`src/rtl/pmr_pkg.sv`:
```
// Constants and types for the power monitor register bank and I2C slave.
// Assumes a 250 MHz system clock and an external converter handshake.
package pmr_pkg;

  // ==========================================================
  // Register pointer values
  localparam logic [2:0] OFS_SENSE_HI   = 3'h0;
  localparam logic [2:0] OFS_SENSE_LO   = 3'h1;
  localparam logic [2:0] OFS_SUPPLY_HI  = 3'h2;
  localparam logic [2:0] OFS_SUPPLY_LO  = 3'h3;
  localparam logic [2:0] OFS_AUX_HI     = 3'h4;
  localparam logic [2:0] OFS_AUX_LO     = 3'h5;
  localparam logic [2:0] OFS_CONTROL    = 3'h6;
  localparam logic [2:0] OFS_RESERVED   = 3'h7;
  localparam logic [2:0] PTR_RESET      = 3'h0;

  // ==========================================================
  // Control register fields
  localparam int SNAPSHOT_ENABLE_BIT        = 7;
  localparam int CHANNEL_SELECT_HIGH_BIT    = 6;
  localparam int CHANNEL_SELECT_LOW_BIT     = 5;
  localparam int TEST_MODE_BIT              = 4;
  localparam int PAGE_TRANSFER_ENABLE_BIT   = 3;
  localparam int STUCK_BUS_TIMER_ENABLE_BIT = 2;
  localparam logic [7:0] CONTROL_RESET      = 8'h0c;
  localparam int LOW_BUSY_BIT               = 3;

  // ==========================================================
  // Converter channels and result layout
  localparam int RESULT_WIDTH = 12;
  localparam logic [RESULT_WIDTH-1:0] RESULT_RESET = 12'h000;
  localparam logic [1:0] CH_SENSE  = 2'h0;
  localparam logic [1:0] CH_SUPPLY = 2'h1;
  localparam logic [1:0] CH_AUX    = 2'h2;
  localparam logic [1:0] CH_NONE   = 2'h3;

  // ==========================================================
  // I2C addressing
  localparam logic [6:0] SLAVE_ADDR_RESET = 7'h67;
  localparam logic [6:0] MASS_WRITE_ADDR  = 7'h66;
  localparam logic [3:0] BITS_PER_BYTE    = 4'h8;

  // ==========================================================
  // Stuck-bus timing
  localparam int CLK_FREQ_KHZ     = 250000;
  localparam int STUCK_TIME_MS    = 33;
  localparam int STUCK_CYCLES     = STUCK_TIME_MS * CLK_FREQ_KHZ;

  typedef enum logic [3:0] {
    ST_IDLE,
    ST_ADDR,
    ST_ADDR_ACK,
    ST_CMD,
    ST_CMD_ACK,
    ST_WDATA,
    ST_WDATA_ACK,
    ST_RDATA,
    ST_RDATA_ACK
  } pmr_i2c_state_t;

endpackage

```
`src/rtl/pmr_sync.sv`:
```
// Two-stage synchroniser for one asynchronous pin.
// Assumes the pin idles at RESET_VAL.
`timescale 1ns/1ns
`default_nettype none
module pmr_sync #(
  parameter logic RESET_VAL = 1'b1
) (
  input  wire logic i_clk,
  input  wire logic i_rst,
  input  wire logic i_async,
  output logic      o_sync
);

  typedef struct packed {
    logic meta;
    logic stable;
  } pmr_sync_t;

  pmr_sync_t s;
  pmr_sync_t next_s;

  always_comb begin
    next_s.meta = i_async;
    next_s.stable = s.meta;
  end

  always_ff @(posedge i_clk) begin
    if (i_rst) begin
      s <= {RESET_VAL, RESET_VAL};
    end else begin
      s <= next_s;
    end
  end

  assign o_sync = s.stable;

endmodule
`default_nettype wire

```
`src/rtl/pmr_stuck_timer.sv`:
```
// Stuck-bus timer: pulses once when a bus line stays low too long.
// Assumes synchronised line levels on the same clock.
`timescale 1ns/1ns
`default_nettype none
module pmr_stuck_timer #(
  parameter int CYCLES = pmr_pkg::STUCK_CYCLES,
  parameter int CW     = $clog2(CYCLES + 1)
) (
  input  wire logic i_clk,
  input  wire logic i_rst,
  input  wire logic i_enable,
  input  wire logic i_scl,
  input  wire logic i_sda,
  output logic      o_expire
);

  typedef struct packed {
    logic [CW-1:0] count;
    logic          fired;
    logic          expire;
  } pmr_timer_t;

  localparam logic [CW-1:0] LIMIT = CW'(CYCLES);

  pmr_timer_t s;
  pmr_timer_t next_s;

  always_comb begin
    next_s = s;
    next_s.expire = 1'b0;
    if (!i_enable || (i_scl && i_sda)) begin
      next_s.count = '0;
      next_s.fired = 1'b0;
    end else if (s.count >= LIMIT) begin
      next_s.expire = ~s.fired;
      next_s.fired = 1'b1;
    end else begin
      next_s.count = s.count + CW'(1);
    end
  end

  always_ff @(posedge i_clk) begin
    if (i_rst) begin
      s <= '0;
    end else begin
      s <= next_s;
    end
  end

  assign o_expire = s.expire;

endmodule
`default_nettype wire

```
`src/rtl/pmr_regs_i2c.sv`:
```
// Power monitor register bank with I2C slave access and converter
// sequencing. Assumes an external converter that takes o_conv_req with
// o_conv_chan and answers with i_conv_done plus i_conv_code, same clock.
// SCL and SDA arrive from pins; SDA is open drain, low while o_sda_oe.
//
// Overview of operation
// Supply result is 12 bits: high register, then low register bits 7:4.
// Supply low bit 3 reads busy during snapshot conversion; unwritable.
// Aux result is 12 bits: high register, then low register bits 7:4.
// Aux low bit 3 reads busy during snapshot conversion; unwritable.
// Result low bits 2:0 and control bits 1:0 read zero, ignore writes.
// Snapshot mode converts selected channel once, clears busy, then halts.
// Snapshot bit clear, the reset default, lets the converter free-run.
// Control bits 6 and 5 pick the snapshot channel.
// Select code 00 sense, 01 supply, 10 aux.
// Test mode halts conversion and allows writes to result registers.
// Page bit, default set, advances the pointer per byte; clear holds the pointer and ends writes after one data byte.
// Stuck-bus bit, default set, runs the stuck-bus timer.
// Repeated start with read address returns the pointed register.
// Master acknowledge sends next register, advancing the pointer while page bit set.
// Stop ends the transfer and returns the pointer to zero.
// Command byte loads only its low three bits into the pointer.
// Bus line low beyond 33 ms with timer enabled resets I2C logic.
`timescale 1ns/1ns
`default_nettype none
module pmr_regs_i2c #(
  parameter logic [6:0] SLAVE_ADDR   = pmr_pkg::SLAVE_ADDR_RESET,
  parameter int         STUCK_CYCLES = pmr_pkg::STUCK_CYCLES
) (
  input  wire logic        i_clk,
  input  wire logic        i_rst,
  input  wire logic        i_scl,
  input  wire logic        i_sda,
  output logic             o_sda_out,
  output logic             o_sda_oe,
  output logic             o_conv_req,
  output logic [1:0]       o_conv_chan,
  input  wire logic        i_conv_done,
  input  wire logic [11:0] i_conv_code
);

  localparam int RW = pmr_pkg::RESULT_WIDTH;

  typedef struct packed {
    pmr_pkg::pmr_i2c_state_t st;
    logic [3:0]              cnt;
    logic [7:0]              sh;
    logic [2:0]              ptr;
    logic                    rw;
    logic                    acked;
    logic                    wrote;
    logic                    scl_q;
    logic                    sda_q;
    logic                    sda_oe;
    logic                    sda_out;
    logic [7:2]              ctrl;
    logic [2:0][RW-1:0]      res;
    logic [2:0]              busy;
    logic                    conv_active;
    logic [1:0]              conv_chan;
    logic                    snap_pend;
    logic                    conv_req;
    logic [1:0]              rr;
  } pmr_top_t;

  pmr_top_t s;
  pmr_top_t next_s;

  logic scl_s;
  logic sda_s;
  logic stuck_expire;

  // ==========================================================
  // Pin synchronisers and stuck-bus timer
  pmr_sync #(
    .RESET_VAL (1'b1)
  ) u_sync_scl (
    .i_clk   (i_clk),
    .i_rst   (i_rst),
    .i_async (i_scl),
    .o_sync  (scl_s)
  );

  pmr_sync #(
    .RESET_VAL (1'b1)
  ) u_sync_sda (
    .i_clk   (i_clk),
    .i_rst   (i_rst),
    .i_async (i_sda),
    .o_sync  (sda_s)
  );

  pmr_stuck_timer #(
    .CYCLES (STUCK_CYCLES)
  ) u_stuck (
    .i_clk    (i_clk),
    .i_rst    (i_rst),
    .i_enable (s.ctrl[pmr_pkg::STUCK_BUS_TIMER_ENABLE_BIT]),
    .i_scl    (scl_s),
    .i_sda    (sda_s),
    .o_expire (stuck_expire)
  );

  // ==========================================================
  // Bus events and control decode
  logic       scl_rise;
  logic       scl_fall;
  logic       bus_start;
  logic       bus_stop;
  logic       snapshot;
  logic       test_mode;
  logic       page_en;
  logic [1:0] sel;
  logic [7:0] rd_byte;

  assign scl_rise  = scl_s & ~s.scl_q;
  assign scl_fall  = ~scl_s & s.scl_q;
  assign bus_start = s.scl_q & scl_s & s.sda_q & ~sda_s;
  assign bus_stop  = s.scl_q & scl_s & ~s.sda_q & sda_s;
  assign snapshot  = s.ctrl[pmr_pkg::SNAPSHOT_ENABLE_BIT];
  assign test_mode = s.ctrl[pmr_pkg::TEST_MODE_BIT];
  assign page_en   = s.ctrl[pmr_pkg::PAGE_TRANSFER_ENABLE_BIT];
  assign sel       = {s.ctrl[pmr_pkg::CHANNEL_SELECT_HIGH_BIT],
                      s.ctrl[pmr_pkg::CHANNEL_SELECT_LOW_BIT]};

  // ==========================================================
  // Register read view
  function automatic logic [7:0] read_reg(input pmr_top_t st_in,
                                          input logic     snap,
                                          input logic [2:0] ptr);
    logic [1:0] ch;
    logic       bsy;
    ch = ptr[2:1];
    bsy = 1'b0;
    read_reg = 8'h00;
    if (ptr == pmr_pkg::OFS_CONTROL) begin
      read_reg = {st_in.ctrl, 2'b00};
    end else if (ptr != pmr_pkg::OFS_RESERVED) begin
      bsy = snap & st_in.busy[ch];
      if (!ptr[0]) begin
        read_reg = st_in.res[ch][RW-1:4];
      end else begin
        read_reg = {st_in.res[ch][3:0], bsy, 3'b000};
      end
    end
  endfunction

  assign rd_byte = read_reg(s, snapshot, s.ptr);

  // ==========================================================
  // Next-state logic
  always_comb begin
    next_s = s;
    next_s.scl_q = scl_s;
    next_s.sda_q = sda_s;
    next_s.sda_out = 1'b0;
    next_s.conv_req = 1'b0;

    // Converter sequencing
    if (s.conv_active && i_conv_done) begin
      next_s.conv_active = 1'b0;
      if (!test_mode) begin
        next_s.res[s.conv_chan] = i_conv_code;
        if (!s.snap_pend) begin
          next_s.busy[s.conv_chan] = 1'b0;
        end
      end
    end else if (!s.conv_active && !test_mode) begin
      if (snapshot) begin
        if (s.snap_pend) begin
          next_s.snap_pend = 1'b0;
          if (sel != pmr_pkg::CH_NONE) begin
            next_s.conv_req = 1'b1;
            next_s.conv_active = 1'b1;
            next_s.conv_chan = sel;
          end
        end
      end else begin
        next_s.conv_req = 1'b1;
        next_s.conv_active = 1'b1;
        next_s.conv_chan = s.rr;
        if (s.rr == pmr_pkg::CH_AUX) begin
          next_s.rr = pmr_pkg::CH_SENSE;
        end else begin
          next_s.rr = s.rr + 2'h1;
        end
      end
    end

    // I2C slave
    if (scl_rise && s.cnt < pmr_pkg::BITS_PER_BYTE) begin
      next_s.cnt = s.cnt + 4'h1;
      if (s.st != pmr_pkg::ST_RDATA) begin
        next_s.sh = {s.sh[6:0], sda_s};
      end
    end

    unique case (s.st)
      pmr_pkg::ST_IDLE: begin
        next_s.sda_oe = 1'b0;
      end
      pmr_pkg::ST_ADDR: begin
        if (scl_fall && s.cnt == pmr_pkg::BITS_PER_BYTE) begin
          if (s.sh[7:1] == SLAVE_ADDR ||
              (s.sh[7:1] == pmr_pkg::MASS_WRITE_ADDR && !s.sh[0])) begin
            next_s.st = pmr_pkg::ST_ADDR_ACK;
            next_s.rw = s.sh[0];
            next_s.sda_oe = 1'b1;
          end else begin
            next_s.st = pmr_pkg::ST_IDLE;
          end
        end
      end
      pmr_pkg::ST_ADDR_ACK: begin
        if (scl_fall) begin
          next_s.cnt = 4'h0;
          next_s.wrote = 1'b0;
          if (s.rw) begin
            next_s.st = pmr_pkg::ST_RDATA;
            next_s.sh = rd_byte;
            next_s.sda_oe = ~rd_byte[7];
          end else begin
            next_s.st = pmr_pkg::ST_CMD;
            next_s.sda_oe = 1'b0;
          end
        end
      end
      pmr_pkg::ST_CMD: begin
        if (scl_fall && s.cnt == pmr_pkg::BITS_PER_BYTE) begin
          next_s.ptr = s.sh[2:0];
          next_s.st = pmr_pkg::ST_CMD_ACK;
          next_s.sda_oe = 1'b1;
        end
      end
      pmr_pkg::ST_CMD_ACK: begin
        if (scl_fall) begin
          next_s.cnt = 4'h0;
          next_s.st = pmr_pkg::ST_WDATA;
          next_s.sda_oe = 1'b0;
        end
      end
      pmr_pkg::ST_WDATA: begin
        if (scl_fall && s.cnt == pmr_pkg::BITS_PER_BYTE) begin
          if (s.wrote && !page_en) begin
            next_s.st = pmr_pkg::ST_IDLE;
            next_s.sda_oe = 1'b0;
          end else begin
            next_s.st = pmr_pkg::ST_WDATA_ACK;
            next_s.sda_oe = 1'b1;
            next_s.wrote = 1'b1;
            if (page_en) begin
              next_s.ptr = s.ptr + 3'h1;
            end
            if (s.ptr == pmr_pkg::OFS_CONTROL) begin
              next_s.ctrl = s.sh[7:2];
              if (s.sh[pmr_pkg::SNAPSHOT_ENABLE_BIT]) begin
                next_s.snap_pend = 1'b1;
                if (s.sh[6:5] != pmr_pkg::CH_NONE) begin
                  next_s.busy[s.sh[6:5]] = 1'b1;
                end
              end
            end else if (s.ptr != pmr_pkg::OFS_RESERVED && test_mode) begin
              if (!s.ptr[0]) begin
                next_s.res[s.ptr[2:1]][RW-1:4] = s.sh;
              end else begin
                next_s.res[s.ptr[2:1]][3:0] = s.sh[7:4];
              end
            end
          end
        end
      end
      pmr_pkg::ST_WDATA_ACK: begin
        if (scl_fall) begin
          next_s.cnt = 4'h0;
          next_s.st = pmr_pkg::ST_WDATA;
          next_s.sda_oe = 1'b0;
        end
      end
      pmr_pkg::ST_RDATA: begin
        if (scl_fall) begin
          if (s.cnt == pmr_pkg::BITS_PER_BYTE) begin
            next_s.st = pmr_pkg::ST_RDATA_ACK;
            next_s.sda_oe = 1'b0;
            next_s.acked = 1'b0;
          end else begin
            next_s.sh = {s.sh[6:0], 1'b0};
            next_s.sda_oe = ~s.sh[6];
          end
        end
      end
      pmr_pkg::ST_RDATA_ACK: begin
        if (scl_rise) begin
          next_s.acked = ~sda_s;
          if (!sda_s && page_en) begin
            next_s.ptr = s.ptr + 3'h1;
          end
        end else if (scl_fall) begin
          if (s.acked) begin
            next_s.st = pmr_pkg::ST_RDATA;
            next_s.cnt = 4'h0;
            next_s.sh = rd_byte;
            next_s.sda_oe = ~rd_byte[7];
          end else begin
            next_s.st = pmr_pkg::ST_IDLE;
            next_s.sda_oe = 1'b0;
          end
        end
      end
    endcase

    // Bus conditions override the byte engine
    if (stuck_expire) begin
      next_s.st = pmr_pkg::ST_IDLE;
      next_s.sda_oe = 1'b0;
      next_s.cnt = 4'h0;
    end else if (bus_stop) begin
      next_s.st = pmr_pkg::ST_IDLE;
      next_s.ptr = pmr_pkg::PTR_RESET;
      next_s.sda_oe = 1'b0;
    end else if (bus_start) begin
      next_s.st = pmr_pkg::ST_ADDR;
      next_s.cnt = 4'h0;
      next_s.sda_oe = 1'b0;
    end
  end

  // ==========================================================
  // State register
  always_ff @(posedge i_clk) begin
    if (i_rst) begin
      s <= '0;
      s.st <= pmr_pkg::ST_IDLE;
      s.scl_q <= 1'b1;
      s.sda_q <= 1'b1;
      s.ptr <= pmr_pkg::PTR_RESET;
      s.ctrl <= pmr_pkg::CONTROL_RESET[7:2];
      s.res <= {3{pmr_pkg::RESULT_RESET}};
      s.rr <= pmr_pkg::CH_SENSE;
    end else begin
      s <= next_s;
    end
  end

  assign o_sda_out   = s.sda_out;
  assign o_sda_oe    = s.sda_oe;
  assign o_conv_req  = s.conv_req;
  assign o_conv_chan = s.conv_chan;

endmodule
`default_nettype wire

```
`config.mk`:
```
export PLATFORM = sky130hd
export DESIGN_NAME = pmr_regs_i2c
export DESIGN_NICKNAME = d
export VERILOG_FILES = /design/src/rtl/pmr_pkg.sv /design/src/rtl/pmr_sync.sv /design/src/rtl/pmr_stuck_timer.sv /design/src/rtl/pmr_regs_i2c.sv
export SDC_FILE = /design/constraint.sdc
export NUM_CORES = 1
export LEC_CHECK = 0
export BUFFER_PORTS_ARGS = -buffer_cell sky130_fd_sc_hd__buf_2
export CAP_MARGIN = 20
export CORE_MARGIN = 2
export CORE_UTILIZATION = 40
export DETAILED_ROUTE_END_ITERATION = 10
export SYNTH_ARGS = -nofsm -noshare
export SYNTH_HDL_FRONTEND = slang
export SYNTH_HIERARCHICAL = 1
export SYNTH_SLANG_ARGS = --single-unit
```
`constraint.sdc`:
```
create_clock -name i_clk -period 2.3 [get_ports i_clk]
set_input_delay 0.115 -clock i_clk [delete_from_list [all_inputs] [get_ports i_clk]]
set_output_delay 0.115 -clock i_clk [all_outputs]
set_load 0.01 [all_outputs]
```
==> results.md, run 1 <==
- Hold depth: 4
- Initial Util: 0.406
- Startpoint class of the critical path: flip-flop
- Pwr Density: 571 nW/um^2
- Syn. warnings: 6
- Yosys reg bits: around 110
- Final hold slack: ~70 ps
- I/O Buffers: 20
- Slew @ Worst Pin: between 800 and 900 ps
- CP bufs+invs: 0
- Synth area leader: dfxtp_1
- Die height: 125 um
- Final Max Tran Viols: 0
- Final min period: 2160 ps
- Avg Inst Size Synth: roughly 8.4 sq um
- Area Overhead vs Synth: 11.6%
- Syn Nets: about 720
- Detailed Route WL: 14700 um
- RePlAce Congestion: between 0.9 and 1
- Setup Total Neg Slack: 0 ps
- Peak VDD IR: 0.391 mV
- Relative slew slack: 0.465
- FFs w/ async S/R, synth: 0
- Commonest register cell after synthesis: dfxtp_1
- Placed Cells incl. Taps: ~900
- DR vias/cell: between 5 and 6
- Largest net degree at the start of global routing: 70
- Num ports: 22
- Reg area: 2120 sq um
- Synth unique cells: 69
- Synth top area share: 0.363
- Nets@finish: roughly 730
- Via count: a little over 5000
- Crit. End Element: flip-flop
- Synth area leaders: dfxtp_1 36%, mux2i_1 9.9%, nor2_1 6.2%
- Endpoints failing hold: 0
- Crit path depth: 6
- ANT cells: 0
- Vias in the first global route: a little under 5000
- Die X: around 120 um
- Final Non-Filler Cells: between 800 and 900
- FILL cells: around 1400
- Clk root buf: clkbuf_16
- CP Max Fanout: 6
- Hold Path Class: in2reg
- Initial antenna violation count: 0
- Wire length per cell: around 16 um
- CTS Buffer Depth: 2
- Share of cells above drive strength 1: 0.149
- Critical Path RT: about 2500 ps
- Finish-stage setup viols: 0
- FF-to-FF path depth: 6
- Status: complete, no violations
- Synthesized instance count: 694
- TritonCTS clock tree: built
- First-pass detailed-route iteration total: 6
- Die area: approximately 16000 sq um
- Post-DP HPWL: roughly 11000 um
- Multi-input gate area: approximately 3500 sq um
- Fmax: 463 MHz
- Sequential element share of the synthesized area: 0.363
- Number of synthesized flops with an enable pin: 0
- Worst-skew pair later-pin latency: ~350 ps
- Syn Std Cell Area: a little under 6000 sq um
- Post-layout util: 0.453
- H-Tree Level Count: 3
- Grt ovf: 0
- Pleak: 2.41 nW
- Largest Register: s
- Total GRT Usage: 0.193
- Row count: 44
- Max Cap Violations: 0
- Antenna viol nets, final: 0
- Most frequent cells in the layout: 106 x dfxtp_1, 96 x nor2_1, 63 x nand2_1
- RSZ-0062 raised after global routing: false
- First-pass GRT wire length: approximately 25000 um
- Tcrit/Tclk final: 0.939
- Slowest cell on crit path: dfxtp_1
- Worst path top cell family by delay: compound AO/OA/AOI/OAI gates
- Worst Skew: approximately 9.4 ps
- CTS buffer count: 9
- Initial DRC Count: roughly 540
- Max FFs per register: 72
- Slowest cell delay on critical path: about 380 ps
- Clock Sinks: 106
- Worst path cell trace: nor2b_1 -> nor3b_1 -> o221ai_1 -> a21o_1 -> a222oi_1 -> nor2_1
- Core footprint: approximately 14000 sq um
- Crit Path Class: reg2reg
- Clock transition at path regs: approximately 70 ps
- Arrival time worst endpoint: 2370 ps
- Commonest non-fill, non-tap cell in the layout: dfxtp_1
- Number of remaining DRC errors: 0
cell families after synthesis:
family | synth area share
AND/OR/NAND/NOR | 0.235
AO/OA/AOI/OAI | 0.200
flip-flops | 0.363
multiplexers | 0.113
buffers and inverters | 0.0515
XOR/XNOR | 0.0225
adder cells (fa/ha/maj) | 0.0150
other | 0.000641
layout make-up:
cell class                 instances  area share
timing repair buffer              53      0.0544
sequential                       106       0.325
clock buffer                      10      0.0366
multi-input combinational        524       0.529
clock inverter                     6      0.0115
inverter                          14     0.00805
tap                              184      0.0353
worst register-to-register path, delay by kind of cell, from the launching register on:
kind,cells,cell delay (ps)
AOI/OAI and AO/OA,3,910
and+or+nand+nor,3,740
DFF,1,380
final timing paths:
path / slack [ps] / from / end
worst max register to register: 140 / s[75] / s[63]
worst min-delay path: 70 / i_conv_done / s[6]
worst min register to register: 410 / u_sync_sda/next_s[0] / u_sync_sda/o_sync
worst max-delay path: 140 / s[75] / s[63]
cells in the mapped netlist, types with 13 or more instances:
| master | count |
|---|---|
| clkbuf_1 | 28 |
| a211oi_1 | 28 |
| xnor2_1 | 14 |
| dfxtp_1 | 106 |
| nor2b_1 | 13 |
| inv_1 | 14 |
| nand3_1 | 18 |
| mux2i_1 | 58 |
| a21oi_1 | 40 |
| nor2_1 | 96 |
| nand2_1 | 64 |
| o21ai_0 | 28 |
per-layer routing:
layer / track usage / part of all wire / up-vias
li1: - / - / 2527
met1: 0.261 / 0.47 / 2507
met2: 0.310 / 0.46 / 131
met3: 0.0445 / 0.043 / 30
met4: 0.0575 / 0.023 / 0
met5: 0 / 0 / -
stage by stage:
| stage | cell area, sq um | total power, W | setup WS (ps) |
|---|---|---|---|
| 2_1_floorplan | 5850 | 0.00208 | 214 |
| 3_5_place_dp | 6160 | 0.00215 | 176 |
| 5_1_grt | 6530 | 0.00387 | 15.6 |
| 3_3_place_gp | 6160 | 0.00214 | 253 |
| 4_1_cts | 6500 | 0.00377 | 158 |
| 6_report | 6530 | 0.00373 | 141 |
repair_timing:
action	4_1_cts	5_1_grt
endpoints found under the setup margin	0	21
buffers inserted	0	1
gates resized for setup	0	5
hold buffers	3	0
hold endpoints to repair	3	0
power breakdown:
| group | switching, W | internal [W] | total (W) |
|---|---|---|---|
| Clock | 0.000728 | 0.000888 | 0.00162 |
| Combinational | 0.000127 | 0.0000917 | 0.000218 |
| Sequential | 0.0000279 | 0.00187 | 0.00190 |
(Power assumes the default switching activity.)
==> run 2, diff against run 1 <==
--- a/config.mk
+++ b/config.mk
@@ -9,2 +9,4 @@
 export CAP_MARGIN = 20
+export CELL_PAD_IN_SITES_DETAIL_PLACEMENT = 0
+export CELL_PAD_IN_SITES_GLOBAL_PLACEMENT = 1
 export CORE_MARGIN = 2
@@ -12,2 +14,3 @@
 export DETAILED_ROUTE_END_ITERATION = 10
+export PLACE_DENSITY_LB_ADDON = 0.1
 export SYNTH_ARGS = -nofsm -noshare
==> constraint.sdc (replaced) <==
create_clock -name i_clk -period 2.3 [get_ports i_clk]
set_input_delay 0.69 -clock i_clk [delete_from_list [all_inputs] [get_ports i_clk]]
set_output_delay 0.69 -clock i_clk [all_outputs]
set_load 0.01 [all_outputs]
==> run 2 against run 1 <==
- fmax increased by 2.1%
- core utilization increased by 0.15 points
- clock skew increased by 0.77 ps
- register-to-register slack improved by 40 ps
- routed wire length increased by 7.3%
- critical endpoint unchanged
==> results.md, run 2 (synthesis results as in run 1) <==
- DR vias/cell: approximately 5.6
- Endpoints failing hold: 0
- Worst r2r src: s[75]
- Tcrit/Tclk final: 0.920
- Critical Path RT: ~2500 ps
- Grt met3 use: 0.0372
- Nets@finish: roughly 740
- Clock Sinks: roughly 110
- Clk root buf: clkbuf_16
- Pwr Density: about 580 nW/um^2
- Worst-skew pair later-pin latency: roughly 360 ps
- Hold depth: 1
- Slowest cell on crit path: dfxtp_1
- Relative slew slack: 0.333
- Die X: about 120 um
- Max Cap Violations: 0
- Most frequent cells in the layout: 106 x dfxtp_1, 96 x nor2_1, 64 x nand2_1
- Peak VDD IR: between 0.3 and 0.4 mV
- Number of remaining DRC errors: 0
- Status: complete, no violations
- Hold Path Class: reg2reg
- Switching Share: 0.229
- Multi-input gate area: ~3400 sq um
- Largest Register: s
- CTS Buffer Depth: 2
- Flop pwr share: 0.501
- Via count: 5070
- Met1 usage: 0.288
- RSZ-0062 raised after global routing: false
- Final Max Tran Viols: 0
- Num ports: 22
- Initial DRC Count: approximately 330
- Share of cells above drive strength 1: 0.152
- Area Overhead vs Synth: 12.0%
- Crit. End Element: flip-flop
- FF-to-FF path depth: 6
- Psw: between 0.0008 and 0.0009 W
- Logic pwr share: 0.057
- Initial Util: 0.406
- I/O Buffers: 20
- H-Tree Level Count: 3
- Vias in the first global route: roughly 5000
- ANT cells: 0
- Top Usage Layer GRT: met2
- CTS buffer count: 9
- Min-Delay Endpoint: u_sync_sda/o_sync
- Worst path cell trace: nor2b_1 -> nor3b_2 -> o221ai_1 -> a21o_1 -> a222oi_1 -> nor2_1
- Wire length per cell: ~18 um
- Antenna viol nets, final: 0
- Worst path top cell family by delay: compound AO/OA/AOI/OAI gates
- Die height: 125 um
- Crit Path Class: reg2reg
- Internal power: just under 0.003 W
- Detailed Route WL: roughly 16000 um
- Clk pwr share: 0.442
- Clock transition at path regs: roughly 80 ps
- Post-DP HPWL: ~11000 um
- Core footprint: 14400 sq um
- Setup Total Neg Slack: 0 ps
- Reg area: 2120 sq um
- Pleak: about 2.4 nW
- Die area: 15600 sq um
- Slowest cell delay on critical path: roughly 480 ps
- FILL cells: ~1500
- M2 GR Usage: 0.334
- Grt ovf: 0
- Slew @ Worst Pin: between 900 and 1000 ps
- Initial antenna violation count: 0
- First-pass detailed-route iteration total: 5
- Reg-to-Reg End: s[63]
- TritonCTS clock tree: built
- RePlAce Congestion: between 0.8 and 0.9
- CP bufs+invs: 0
- Fmax: roughly 470 MHz
- First-pass GRT wire length: around 26000 um
- # Post-CTS Setup Buffers: 0
- Worst Skew: between 10 and 15 ps
- Startpoint class of the critical path: flip-flop
- FF-to-FF setup slack: ~180 ps
- Hold_sp: u_sync_sda/next_s[0]
- Finish-stage setup viols: 0
- Max FFs per register: just over 70
- Largest net degree at the start of global routing: 34
- Arrival time worst endpoint: between 2000 and 2500 ps
- Commonest non-fill, non-tap cell in the layout: dfxtp_1
- CP Max Fanout: 8
- Total GRT Usage: 0.208
- Row count: between 40 and 50
- Final hold slack: approximately 410 ps
- Final min period: 2120 ps
run 2: cell types whose count changed in the layout (fill, tap and decap cells not counted), sizes merged:
| cell | before | now |
|---|---|---|
| bufinv | 1 | 2 |
| buf | 50 | 59 |
| clkinv | 3 | 1 |
| inv | 15 | 14 |
| dlygate4sd3 | 3 | 0 |
| clkbuf | 10 | 12 |
run 2: worst max-delay path by stage:
stage | slack, ps | start | endpoint | depth (start not counted)
after floorplan | 210 | s[59] | s[44] | 10
after global placement | 220 | s[75] | s[69] | 6
after detailed placement | 180 | s[75] | s[63] | 6
after CTS | 120 | s[75] | s[63] | 6
after global routing | 10 | s[70] | s[66] | 6
final | 180 | s[75] | s[63] | 6
run 2: area by class of cell:
cell class | instances | share of cell area
Clock buffer | 12 | 0.0361
Clock inverter | 4 | 0.0117
Inverter | 14 | 0.00802
Multi-Input combinational cell | 524 | 0.525
Sequential cell | 106 | 0.324
Tap cell | 184 | 0.0351
Timing Repair Buffer | 59 | 0.0600
run 2: power by group through the flow:
stage	Clock (W)	Combinational, W	Sequential (W)
finish	0.00167	0.000216	0.00190
global route	0.00180	0.000241	0.00190
CTS	0.00173	0.000219	0.00190
detailed placement	0	0.000218	0.00194
global placement	0	0.000215	0.00194
floorplan	0	0.000151	0.00193
run 2: metal layers:
layer  up-vias  part of all wire  wire length, um
met5         -                 0                0
met4         0             0.013              201
met3        15             0.030              479
met2        71              0.46             7240
met1      2441              0.50             7880
li1       2543                 -                -
run 2: worst register-to-register path, cell delays in order, from the launching register on:
cell,delay [ps]
dfxtp_1,480
nor2b_1,310
nor3b_2,270
o221ai_1,220
a21o_1,290
a222oi_1,360
nor2_1,80
run 2: timing repair:
action	in CTS	in global routing
setup endpoints to repair	0	3
gates resized for setup	0	1
hold buffers	0	0
run 2: through the flow:
step | area (sq um) | util | cells | power (W) | setup WS [ps]
global route | 6550 | 0.454 | 903 | 0.00394 | 12.7
floorplan | 5850 | - | 694 | 0.00208 | 214
detailed placement | 6230 | 0.432 | 887 | 0.00216 | 182
finish | 6550 | 0.454 | 903 | 0.00379 | 184
CTS | 6550 | 0.454 | 903 | 0.00384 | 122
global placement | 6230 | 0.432 | 887 | 0.00215 | 217
==> run 3, diff against run 2 <==
Settings changed: BUFFER_PORTS_ARGS -buffer_cell sky130_fd_sc_hd__buf_2 to -buffer_cell sky130_fd_sc_hd__buf_4.
==> run 3 against run 2 <==
- global-route usage fell by 0.35 points
- final cell count fell by 0.22%
- die area did not move
- count of clock-buffer cells in the layout did not move
- critical endpoint is now s[31]
- routed wire length fell by 0.78%
- total power fell by 1.9%
- critical path depth rose by 1
- non-clock buffer count fell by 2
- critical path type unchanged
- first-iteration DRC count fell by 17%
- clock power fell by 5%
- clock skew fell by 3.6 ps
==> results.md, run 3 (synthesis results as in run 1) <==
- Status: complete, no violations
- Min-Delay Endpoint: u_sync_sda/o_sync
- Hold Path Class: reg2reg
- FF-to-FF setup slack: ~130 ps
- Grt ovf: 0
- Most frequent cells in the layout: 106 x dfxtp_1, 96 x nor2_1, 64 x nand2_1
- Worst r2r src: s[59]
- Design Power: about 0.0037 W
- Clock Sinks: 106
- Post-layout util: 0.456
- Placement Setup Slack: 164 ps
- Fin area: 6580 sq um
- Relative slew slack: 0.512
- Crit Path Class: reg2reg
- TritonCTS clock tree: built
- First-pass GRT wire length: roughly 26000 um
- Pwr Density: roughly 560 nW/um^2
- Logic pwr share: 0.061
- Post-DP HPWL: 11200 um
- Commonest non-fill, non-tap cell in the layout: dfxtp_1
- Switching Share: 0.233
- Slew @ Worst Pin: between 700 and 800 ps
- Nets@finish: around 740
- Antenna viol nets, final: 0
- First-pass detailed-route iteration total: 4
- Pleak: about 2.4 nW
- Die area: 15600 sq um
- Initial antenna violation count: 0
- Max Cap Violations: 0
- Initial DRC Count: 270
- Core footprint: between 10000 and 15000 sq um
- Finish-stage setup viols: 0
- Final Max Tran Viols: 0
- DR vias/cell: about 5.7
- Hold depth: 1
- Endpoints failing hold: 0
- Total GRT Usage: 0.204
- FF-to-FF path depth: 7
- Via count: 5104
- Max FFs per register: between 70 and 80
- Wire length per cell: 17.4 um
- Clk pwr share: 0.428
- Tcrit/Tclk final: 0.942
- H-Tree Level Count: 3
- Share of cells above drive strength 1: 0.153
- Detailed Route WL: roughly 16000 um
- Clock transition at path regs: 70 ps
- CTS buffer count: 9
- RSZ-0062 raised after global routing: true
- Reg-to-Reg End: s[31]
- Area Overhead vs Synth: 12.4%
- Largest net degree at the start of global routing: 39
- Crit. End Element: flip-flop
- Worst-skew pair later-pin latency: between 300 and 400 ps
- Psw: between 0.0008 and 0.0009 W
- Peak VDD IR: around 0.38 mV
- Hold_sp: u_sync_sda/next_s[0]
- Fmax: roughly 460 MHz
- Startpoint class of the critical path: flip-flop
- Die height: between 100 and 150 um
- Placement-stage cell area: 6270 sq um
- Critical Path RT: ~2600 ps
- ANT cells: 0
- CP Max Fanout: 16
- I/O Buffers: 20
- Row count: 44
- Vias in the first global route: around 4900
- Flop pwr share: 0.511
- CTS Buffer Depth: 2
- Num ports: 22
- Die X: between 100 and 150 um
- Internal power: approximately 0.0028 W
- Worst Skew: between 6 and 7 ps
- Largest Register: s
- Number of remaining DRC errors: 0
- Clk root buf: clkbuf_16
- RePlAce Congestion: 0.907
- Final min period: approximately 2200 ps
- Arrival time worst endpoint: roughly 2400 ps
- Min setup slack post-route: around 130 ps
- Worst setup startpoint: s[59]
- Initial Util: 0.406
run 3: final cells by class:
| class | instances | area (sq um) |
|---|---|---|
| Clock buffer | 12 | 246 |
| Clock inverter | 4 | 51.3 |
| Fill cell | 1431 | 7850 |
| Inverter | 14 | 52.6 |
| Multi-Input combinational cell | 524 | 3440 |
| Sequential cell | 106 | 2120 |
| Tap cell | 184 | 230 |
| Timing Repair Buffer | 57 | 428 |
run 3: how the worst max path moves through the flow:
stage                 end  slack, ps  cells after the start
floorplan           s[44]        210                     10
global placement    s[34]        240                      8
detailed placement  s[35]        160                      8
CTS                 s[31]        120                      8
global route        s[32]        -80                      8
finish              s[31]        130                      7
run 3: what timing repair did:
item	4_1_cts	5_1_grt
hold buffers	0	0
gates resized for setup	0	3
endpoints found under the hold margin	0	0
setup buffers	0	0
setup endpoints to repair	0	20
run 3: metrics by stage:
stage          setup TNS [ps]  hold WS, ps  instances
4_1_cts                     0          410        901
6_report                    0          407        901
3_5_place_dp                0          392        885
2_1_floorplan               0          383        694
5_1_grt                  -720          434        901
3_3_place_gp                0          388        885
run 3: power by group through the flow:
stage	Combinational [W]	Sequential, W	Clock, W
4_1_cts	0.000229	0.00190	0.00163
5_1_grt	0.000252	0.00190	0.00171
6_report	0.000227	0.00190	0.00159
3_5_place_dp	0.000227	0.00194	0
3_3_place_gp	0.000224	0.00194	0
2_1_floorplan	0.000151	0.00193	0
run 3: layer usage:
metal  up-vias  global-route usage  share of wire  wire, um
met4         0              0.0575          0.018       289
met2        79               0.322           0.45      7040
met1      2472               0.283           0.50      7810
met5         -                   0              0         0
li1       2532                   -              -         -
met3        21              0.0458          0.034       539
run 3: critical path, stage by stage (launching register included):
cell,delay (ps)
dfxtp_1,370
ha_1,220
ha_1,190
a21oi_1,180
nand2_1,140
nor3_4,240
nand3_2,360
a211oi_1,360
